## src/core/pml_pkg.sv

```systemverilog
// shared constants for the slow parallel link, phy side
package pml_pkg;

   // reference clock and nominal link clock rates, in Hz
   localparam int REF_CLK_HZ   = 20_000_000;
   localparam int LINK_HZ_1000 = 62_500_000;
   localparam int LINK_HZ_100  = 50_000_000;
   localparam int LINK_HZ_10   = 5_000_000;

   // half periods in reference cycles; floored, never below one cycle
   localparam int HALF_1000_RAW = REF_CLK_HZ / (2 * LINK_HZ_1000);
   localparam int HALF_100_RAW  = REF_CLK_HZ / (2 * LINK_HZ_100);
   localparam int HALF_10_RAW   = REF_CLK_HZ / (2 * LINK_HZ_10);
   localparam logic [7:0] HALF_1000 =
      8'((HALF_1000_RAW < 1) ? 1 : HALF_1000_RAW);
   localparam logic [7:0] HALF_100  =
      8'((HALF_100_RAW < 1) ? 1 : HALF_100_RAW);
   localparam logic [7:0] HALF_10   =
      8'((HALF_10_RAW < 1) ? 1 : HALF_10_RAW);

   // link speed codes on link_speed_i
   localparam logic [1:0] SPD_10     = 2'h0;
   localparam logic [1:0] SPD_100    = 2'h1;
   localparam logic [1:0] SPD_1000   = 2'h2;
   localparam logic [1:0] SPD_NOLINK = 2'h3;

   // word framing: groups of three lines per word
   localparam int LINE_W      = 3;
   localparam int WORD_GROUPS = 4;
   localparam int WORD_W      = LINE_W * WORD_GROUPS;

   // consecutive asserted samples at which a reset is declared, or after which a sync is declared
   localparam logic [1:0] RS_RESET_CNT = 2'h2;
   localparam logic [1:0] RS_SYNC_CNT  = 2'h1;

   typedef enum logic [2:0] {
      ST_RUN   = 3'h1,
      ST_PDOWN = 3'h2,
      ST_OFF   = 3'h4
   } pml_state_t;

endpackage : pml_pkg

```

## src/core/pml_buf2.sv

```systemverilog
// two-entry buffer with valid/ready on both sides
`timescale 1ns/1ns
module pml_buf2 #(
   parameter int W = 12
) (
   // clock and reset
   input  wire logic         ref_clk_i,
   input  wire logic         resetn_i,
   // filling side
   input  wire logic         in_valid_i,
   output logic              in_ready_o,
   input  wire logic [W-1:0] in_data_i,
   // draining side
   output logic              out_valid_o,
   input  wire logic         out_ready_i,
   output logic [W-1:0]      out_data_o,
   // flush
   input  wire logic         flush_i
);

   logic [W-1:0] mem_r [2];
   logic         wr_ptr_r;
   logic         rd_ptr_r;
   logic [1:0]   count_r;
   logic         push;
   logic         pop;

   assign in_ready_o  = (count_r != 2'h2);
   assign out_valid_o = (count_r != 2'h0);
   assign out_data_o  = mem_r[rd_ptr_r];
   assign push        = in_valid_i && in_ready_o;
   assign pop         = out_valid_o && out_ready_i;

   always_ff @(posedge ref_clk_i or negedge resetn_i) begin
      if (!resetn_i) begin
         mem_r[0] <= '0;
         mem_r[1] <= '0;
      end else if (push) begin
         mem_r[wr_ptr_r] <= in_data_i;
      end
   end

   always_ff @(posedge ref_clk_i or negedge resetn_i) begin
      if (!resetn_i) begin
         wr_ptr_r <= 1'b0;
         rd_ptr_r <= 1'b0;
         count_r  <= 2'h0;
      end else if (flush_i) begin
         wr_ptr_r <= 1'b0;
         rd_ptr_r <= 1'b0;
         count_r  <= 2'h0;
      end else begin
         if (push) begin
            wr_ptr_r <= ~wr_ptr_r;
         end
         if (pop) begin
            rd_ptr_r <= ~rd_ptr_r;
         end
         if (push && !pop) begin
            count_r <= count_r + 2'h1;
         end else if (pop && !push) begin
            count_r <= count_r - 2'h1;
         end
      end
   end

endmodule : pml_buf2

```

## src/core/pml_link_phy.sv

```systemverilog
// phy end of the slow parallel link: clock, reset/sync, framing
`timescale 1ns/1ns

module pml_link_phy #(
   parameter logic [7:0] HALF_1000 = pml_pkg::HALF_1000,
   parameter logic [7:0] HALF_100  = pml_pkg::HALF_100,
   parameter logic [7:0] HALF_10   = pml_pkg::HALF_10,
   parameter int         WORD_W    = pml_pkg::WORD_W
) (
   // clock and reset
   input  wire logic              ref_clk_i,
   input  wire logic              resetn_i,
   // link pins
   output logic                   link_clock_out_o,
   input  wire logic              reset_sync_in_i,
   input  wire logic [2:0]        mac_to_phy_lines_i,
   output logic [2:0]             phy_to_mac_lines_o,
   // straps and pins
   input  wire logic              port_disable_n_i,
   input  wire logic              test_mode_strap_i,
   // control from phy core
   input  wire logic [1:0]        link_speed_i,
   input  wire logic              power_down_i,
   // status to phy core
   output logic                   phy_reset_o,
   output logic                   sync_pulse_o,
   output logic                   power_down_o,
   output logic                   disabled_o,
   output logic                   test_mode_o,
   output logic                   rx_overrun_o,
   // words received from the mac
   output logic                   rx_valid_o,
   input  wire logic              rx_ready_i,
   output logic [WORD_W-1:0]      rx_word_o,
   // words sent to the mac
   input  wire logic              tx_valid_i,
   output logic                   tx_ready_o,
   input  wire logic [WORD_W-1:0] tx_word_i
);

   localparam int GROUPS = WORD_W / pml_pkg::LINE_W;
   localparam logic [7:0] WAKE_CYC = 8'(2 * int'(HALF_10));

   pml_pkg::pml_state_t state_r;
   pml_pkg::pml_state_t state_nxt;

   logic              rs_meta_r, rs_sync_r;
   logic [2:0]        txd_meta_r, txd_sync_r;
   logic              dis_meta_r, dis_sync_r;
   logic              strap_meta_r, strap_sync_r;
   logic [7:0]        half_cnt_r;
   logic [7:0]        half_sel;
   logic              lclk_r;
   logic              clk_run;
   logic              tick;
   logic              rise;
   logic              fall;
   logic [1:0]        rs_cnt_r;
   logic              sync_det;
   logic [7:0]        wake_cnt_r;
   logic [7:0]        rx_grp_r;
   logic [7:0]        tx_grp_r;
   logic [WORD_W-1:0] rx_shift_r;
   logic [WORD_W-1:0] tx_shift_r;
   logic [WORD_W-1:0] rx_full;
   logic              rx_push;
   logic              rx_in_ready;
   logic              tx_buf_valid;
   logic [WORD_W-1:0] tx_buf_data;
   logic              tx_pop;
   logic              flush;

   // every pin passes two flops first
   always_ff @(posedge ref_clk_i or negedge resetn_i) begin
      if (!resetn_i) begin
         rs_meta_r    <= 1'b0;
         rs_sync_r    <= 1'b0;
         txd_meta_r   <= 3'h0;
         txd_sync_r   <= 3'h0;
         dis_meta_r   <= 1'b1;
         dis_sync_r   <= 1'b1;
         strap_meta_r <= 1'b0;
         strap_sync_r <= 1'b0;
      end else begin
         rs_meta_r    <= reset_sync_in_i;
         rs_sync_r    <= rs_meta_r;
         txd_meta_r   <= mac_to_phy_lines_i;
         txd_sync_r   <= txd_meta_r;
         dis_meta_r   <= port_disable_n_i;
         dis_sync_r   <= dis_meta_r;
         strap_meta_r <= test_mode_strap_i;
         strap_sync_r <= strap_meta_r;
      end
   end

   // power state
   always_comb begin
      state_nxt = state_r;
      case (state_r)
         pml_pkg::ST_RUN: begin
            if (power_down_i) begin
               state_nxt = pml_pkg::ST_PDOWN;
            end
         end
         pml_pkg::ST_PDOWN: begin
            if (wake_cnt_r > WAKE_CYC) begin
               state_nxt = pml_pkg::ST_RUN;
            end
         end
         pml_pkg::ST_OFF: begin
            state_nxt = pml_pkg::ST_RUN;
         end
         default: begin
            state_nxt = pml_pkg::ST_RUN;
         end
      endcase
      if (!dis_sync_r) begin
         state_nxt = pml_pkg::ST_OFF;
      end
   end

   always_ff @(posedge ref_clk_i or negedge resetn_i) begin
      if (!resetn_i) begin
         state_r <= pml_pkg::ST_RUN;
      end else begin
         state_r <= state_nxt;
      end
   end

   // link clock is stopped, so wake is timed on the reference clock
   always_ff @(posedge ref_clk_i or negedge resetn_i) begin
      if (!resetn_i) begin
         wake_cnt_r <= 8'h00;
      end else if (state_r == pml_pkg::ST_PDOWN && rs_sync_r) begin
         if (wake_cnt_r != 8'hff) begin
            wake_cnt_r <= wake_cnt_r + 8'h01;
         end
      end else begin
         wake_cnt_r <= 8'h00;
      end
   end

   // link clock divider
   always_comb begin
      case (link_speed_i)
         pml_pkg::SPD_1000: half_sel = HALF_1000;
         pml_pkg::SPD_100:  half_sel = HALF_100;
         default:           half_sel = HALF_10;
      endcase
   end

   assign clk_run = (state_r == pml_pkg::ST_RUN);
   assign tick    = clk_run && (half_cnt_r + 8'h01 >= half_sel);
   assign rise    = tick && !lclk_r;
   assign fall    = tick && lclk_r;

   always_ff @(posedge ref_clk_i or negedge resetn_i) begin
      if (!resetn_i) begin
         half_cnt_r <= 8'h00;
         lclk_r     <= 1'b0;
      end else if (!clk_run) begin
         half_cnt_r <= 8'h00;
         lclk_r     <= 1'b0;
      end else if (tick) begin
         half_cnt_r <= 8'h00;
         lclk_r     <= ~lclk_r;
      end else begin
         half_cnt_r <= half_cnt_r + 8'h01;
      end
   end

   assign link_clock_out_o = lclk_r;

   // reset/sync classification; the mac keeps its own 1 ms hold
   assign sync_det = rise && !rs_sync_r && (rs_cnt_r == pml_pkg::RS_SYNC_CNT);

   always_ff @(posedge ref_clk_i or negedge resetn_i) begin
      if (!resetn_i) begin
         rs_cnt_r     <= 2'h0;
         phy_reset_o  <= 1'b0;
         sync_pulse_o <= 1'b0;
      end else begin
         sync_pulse_o <= sync_det;
         if (!clk_run) begin
            rs_cnt_r    <= 2'h0;
            phy_reset_o <= 1'b0;
         end else if (rise) begin
            if (rs_sync_r) begin
               if (rs_cnt_r != 2'h3) begin
                  rs_cnt_r <= rs_cnt_r + 2'h1;
               end
               if (rs_cnt_r + 2'h1 >= pml_pkg::RS_RESET_CNT) begin
                  phy_reset_o <= 1'b1;
               end
            end else begin
               rs_cnt_r    <= 2'h0;
               phy_reset_o <= 1'b0;
            end
         end
      end
   end

   // receive framing; mac lines are stable across our rising edge
   assign rx_full = {rx_shift_r[WORD_W-4:0], txd_sync_r};
   // a sync rise only starts a word, so it never pushes or overruns
   assign rx_push = rise && !phy_reset_o && !rs_sync_r && !sync_det &&
                    (rx_grp_r == 8'(GROUPS - 1));
   assign flush   = phy_reset_o || !clk_run;

   always_ff @(posedge ref_clk_i or negedge resetn_i) begin
      if (!resetn_i) begin
         rx_grp_r   <= 8'h00;
         rx_shift_r <= '0;
      end else if (flush) begin
         rx_grp_r   <= 8'h00;
         rx_shift_r <= '0;
      end else if (rise && !rs_sync_r) begin
         rx_shift_r <= rx_full;
         if (sync_det) begin
            rx_grp_r <= 8'h01;
         end else if (rx_grp_r == 8'(GROUPS - 1)) begin
            rx_grp_r <= 8'h00;
         end else begin
            rx_grp_r <= rx_grp_r + 8'h01;
         end
      end
   end

   // no stall reaches the mac, so a full buffer drops the word
   always_ff @(posedge ref_clk_i or negedge resetn_i) begin
      if (!resetn_i) begin
         rx_overrun_o <= 1'b0;
      end else begin
         rx_overrun_o <= rx_push && !rx_in_ready;
      end
   end

   pml_buf2 #(.W(WORD_W)) u_rx_buf (
      .ref_clk_i   (ref_clk_i),
      .resetn_i    (resetn_i),
      .in_valid_i  (rx_push),
      .in_ready_o  (rx_in_ready),
      .in_data_i   (rx_full),
      .out_valid_o (rx_valid_o),
      .out_ready_i (rx_ready_i),
      .out_data_o  (rx_word_o),
      .flush_i     (1'b0)
   );

   // transmit framing, driven on falling edges; idle word is all zero
   assign tx_pop = fall && !phy_reset_o && (tx_grp_r == 8'h00) &&
                   tx_buf_valid;

   always_ff @(posedge ref_clk_i or negedge resetn_i) begin
      if (!resetn_i) begin
         tx_grp_r           <= 8'h00;
         tx_shift_r         <= '0;
         phy_to_mac_lines_o <= 3'h0;
      end else if (flush) begin
         tx_grp_r           <= 8'h00;
         tx_shift_r         <= '0;
         phy_to_mac_lines_o <= 3'h0;
      end else if (sync_det) begin
         tx_grp_r <= 8'h00;
      end else if (fall) begin
         if (tx_grp_r == 8'h00) begin
            phy_to_mac_lines_o <= tx_buf_valid ?
               tx_buf_data[WORD_W-1 -: 3] : 3'h0;
            tx_shift_r <= tx_buf_valid ?
               {tx_buf_data[WORD_W-4:0], 3'h0} : '0;
         end else begin
            phy_to_mac_lines_o <= tx_shift_r[WORD_W-1 -: 3];
            tx_shift_r         <= {tx_shift_r[WORD_W-4:0], 3'h0};
         end
         tx_grp_r <= (tx_grp_r == 8'(GROUPS - 1)) ? 8'h00 :
                     tx_grp_r + 8'h01;
      end
   end

   pml_buf2 #(.W(WORD_W)) u_tx_buf (
      .ref_clk_i   (ref_clk_i),
      .resetn_i    (resetn_i),
      .in_valid_i  (tx_valid_i),
      .in_ready_o  (tx_ready_o),
      .in_data_i   (tx_word_i),
      .out_valid_o (tx_buf_valid),
      .out_ready_i (tx_pop),
      .out_data_o  (tx_buf_data),
      .flush_i     (1'b0)
   );

   // status outputs
   always_ff @(posedge ref_clk_i or negedge resetn_i) begin
      if (!resetn_i) begin
         power_down_o <= 1'b0;
         disabled_o   <= 1'b0;
         test_mode_o  <= 1'b0;
      end else begin
         power_down_o <= (state_r == pml_pkg::ST_PDOWN);
         disabled_o   <= (state_r == pml_pkg::ST_OFF);
         test_mode_o  <= strap_sync_r;
      end
   end

endmodule : pml_link_phy

```

## config.mk

```make
export PLATFORM = sky130hd
export DESIGN_NAME = pml_link_phy
export DESIGN_NICKNAME = d
export VERILOG_FILES = /design/src/core/pml_pkg.sv /design/src/core/pml_buf2.sv /design/src/core/pml_link_phy.sv
export SDC_FILE = /design/constraint.sdc
export NUM_CORES = 1
export LEC_CHECK = 0
export ABC_CLOCK_PERIOD_IN_PS = 7600
export BUFFER_PORTS_ARGS = -buffer_cell sky130_fd_sc_hd__buf_2
export CAP_MARGIN = 25
export CORE_ASPECT_RATIO = 0.9
export CORE_UTILIZATION = 64
export DETAILED_ROUTE_END_ITERATION = 7
export PLACE_DENSITY = 0.85
export SLEW_MARGIN = 20
export SYNTH_ARGS = -nofsm -noshare
export SYNTH_HDL_FRONTEND = slang
export SYNTH_SLANG_ARGS = --single-unit
```

## constraint.sdc

```tcl
create_clock -name ref_clk_i -period 7.6 [get_ports ref_clk_i]
set_clock_uncertainty 0.05 [all_clocks]
set_input_delay 0.38 -clock ref_clk_i [delete_from_list [all_inputs] [get_ports ref_clk_i]]
set_output_delay 0.38 -clock ref_clk_i [all_outputs]
set_load 0.005 [all_outputs]
```

==> results_dict.tcl <==
set metrics [dict create \
    cp.required_ps 7950 \
    power_density_nw_per_um2 292 \
    synth-async-reset-ratio 1.00 \
    clock_latency_ps 520 \
    start_util 0.666 \
    synthFlopType "dfrtp_1" \
    diodes 0 \
    fin_crit_ps 3250 \
    synthTopCellsByCount "dfrtp_1 (130), mux2_2 (60), nor2_1 (30)" \
    netlist_instances 466 \
    timing.setup.tns_ps 0 \
    yosysTopAreaCellShare 0.565 \
    synth_area_sq_um 5760 \
    grt_pass1_vias 4032 \
    cts_made_buffers 17 \
    rows 32 \
    vias 3922 \
    clk_pin_slew_ps 60 \
    holdWs_ps 58.5 \
    gr-max-usage-layer "met2" \
    via_per_inst 5.92 \
    use_met3 0.0877 \
    hold_violations 0 \
    utilization 0.778 \
    critPathKind "reg -> reg" \
    cts_htree_levels 4 \
    die_h_um 92.0 \
    syn_area_per_cell_sq_um 12.4 \
    synth-edff-count 0 \
    fmax_mhz 308 \
    yosys.cell_count.top_type "dfrtp_1" \
    drv_cap 0 \
    use_met2 0.471 \
    preCtsSetupSlack_ps 4410 \
    grt.total_usage 0.286 \
    hpwl_um 7420 \
    drt_wl_total_um 11700 \
    drive_above_1_share 0.287 \
    drt_iter0_markers 250 \
    cp_max_fo 12 \
    rsz0062_at_grt "false" \
    nNetsFinal 567 \
    vdd_ir_drop_max_mv 0.255 \
    hold_class "in -> reg" \
    area_growth_pct 16.9 \
    yosys_warnings 0 \
    clockBufferDepth 2 \
    antenna_found_initial 0 \
    worst_pin_slew_ps 1030 \
    wl_per_cell_um 17.7 \
    grt_max_degree 72 \
    end_kind "flop" \
    die_width_um 102 \
    coreArea_sq_um 8650 \
    setup_ws_ps 4350 \
    cts_tree "done" \
    worstPathArrival_ps 3590 \
    dieArea_sq_um 9380 \
    grt_use_met1 0.366 \
    status "finished clean" \
    synth_seq_area_share 0.579 \
    grt_pass1_wl_um 20000 \
    setup_viol 0 \
    grt_overflow 0 \
    cts.sinks 133 \
    maxSlewViolCount 0 \
    dr.pass1.iters 5 \
    gp_congestion 0.795 \
    placed_area_sq_um 6090 \
    ys_seq_elements 133 \
    fin_crit_sh 0.427 \
    slew_headroom 0.314 \
    synth_area_leaders "dfrtp_1 (56%), mux2_2 (12%), ha_1 (2.6%)" \
    start_kind "flop" \
    ys_types 58 \
    root_buffer "clkbuf_8" \
    leakage_nw 3.23 \
    num_io_pins 49 \
    ant_nets 0 \
    synth_top_cell_by_area "dfrtp_1" \
    fin_area_sq_um 6730 \
    drc 0 \
    portBuffers 48 \
]
metal layers:
| metal | vias to the layer above | wire [um] |
|---|---|---|
| met5 | - | 0 |
| met4 | 0 | 121 |
| met3 | 11 | 574 |
| met2 | 117 | 6020 |
| met1 | 1986 | 5020 |
| li1 | 1808 | - |
cells in the final DEF, fill, tap and decap left out, types with 8 or more instances in the layout:
| cell type | n |
|---|---|
| mux2_2 | 60 |
| dfrtp_1 | 130 |
| nand3_1 | 16 |
| buf_2 | 47 |
| clkbuf_16 | 16 |
| o21ai_0 | 16 |
| inv_1 | 12 |
| mux2i_1 | 13 |
| ha_1 | 12 |
| nand2_1 | 25 |
| a22o_1 | 11 |
| and3_1 | 8 |
| nor2_1 | 30 |
| nor3_1 | 8 |
| xor2_1 | 8 |
| a21oi_1 | 16 |
final timing paths:
path | startpoint | endpoint | slack (ps) | cells past startpoint
setup / recovery | half_cnt_r[0] | u_rx_buf.mem_r[11] | 4350 | 8
hold / removal | tx_word_i[3] | u_tx_buf.mem_r[15] | 60 | 2
setup reg to reg | half_cnt_r[0] | u_rx_buf.mem_r[11] | 4350 | 8
hold reg to reg | strap_sync_r | test_mode_o | 300 | 0
max in group asynchronous | resetn_i | u_tx_buf.mem_r[3] | 5710 | 3
min in group asynchronous | resetn_i | wake_cnt_r[1] | 490 | 2
cell families after synthesis:
logic type,after synthesis,share of synthesized area
AOI/OAI and AO/OA,73,0.0871
muxes,73,0.140
xor gates and xnor gates,15,0.0228
and+or+nand+nor,130,0.121
buffers and inverters,29,0.0237
DFF,133,0.579
adders and majority gates,12,0.0261
other,1,0.000651
through the flow:
stage	power, W	std cells
6_report	0.00197	662
5_1_grt	0.00205	662
4_1_cts	0.00198	661
3_5_place_dp	0.00120	622
3_3_place_gp	0.00117	622
2_1_floorplan	0.00111	471
sequential cells by signal, summed over array words and instances, names as in the netlist, 3 cells and up:
name and flops:
state_r 3, rx_grp_r 8, rx_shift_r 9, u_rx_buf.mem_r 24, half_cnt_r 8, txd_meta_r 3
tx_grp_r 8, wake_cnt_r 8, u_tx_buf.mem_r 24, tx_shift_r 9, txd_sync_r 3, phy_to_mac_lines_o 3
report_power, final:
| group | switching (W) | leakage (nW) | internal [W] |
|---|---|---|---|
| registers | 0.0000920 | 1.73 | 0.000807 |
| logic | 0.000132 | 1.23 | 0.000163 |
| clock network | 0.000301 | 0.270 | 0.000473 |
critical path, cell delays in order, from the launching register on:
cell and delay, ps:
dfrtp_1 430, ha_1 340, ha_1 300, a211oi_1 400, o211ai_1 340, nand3_1 260
inv_1 120, nand2_1 480, mux2_2 410
repair_timing:
| item | 4_1_cts | 5_1_grt |
|---|---|---|
| endpoints found under the hold margin | 73 | 0 |
| resized for setup | 0 | 0 |
| hold buffers | 7 | 0 |
| buffers inserted | 0 | 0 |
final cells by class:
| class | count | area, sq um |
|---|---|---|
| sequential | 133 | 3330 |
| timing repair buffer | 57 | 328 |
| fill | 572 | 1920 |
| inverter | 12 | 45.0 |
| multi-input combinational | 309 | 2310 |
| clock buffer | 19 | 432 |
| clock inverter | 13 | 133 |
| tap | 119 | 149 |
Power figures use the tool's default switching activity.
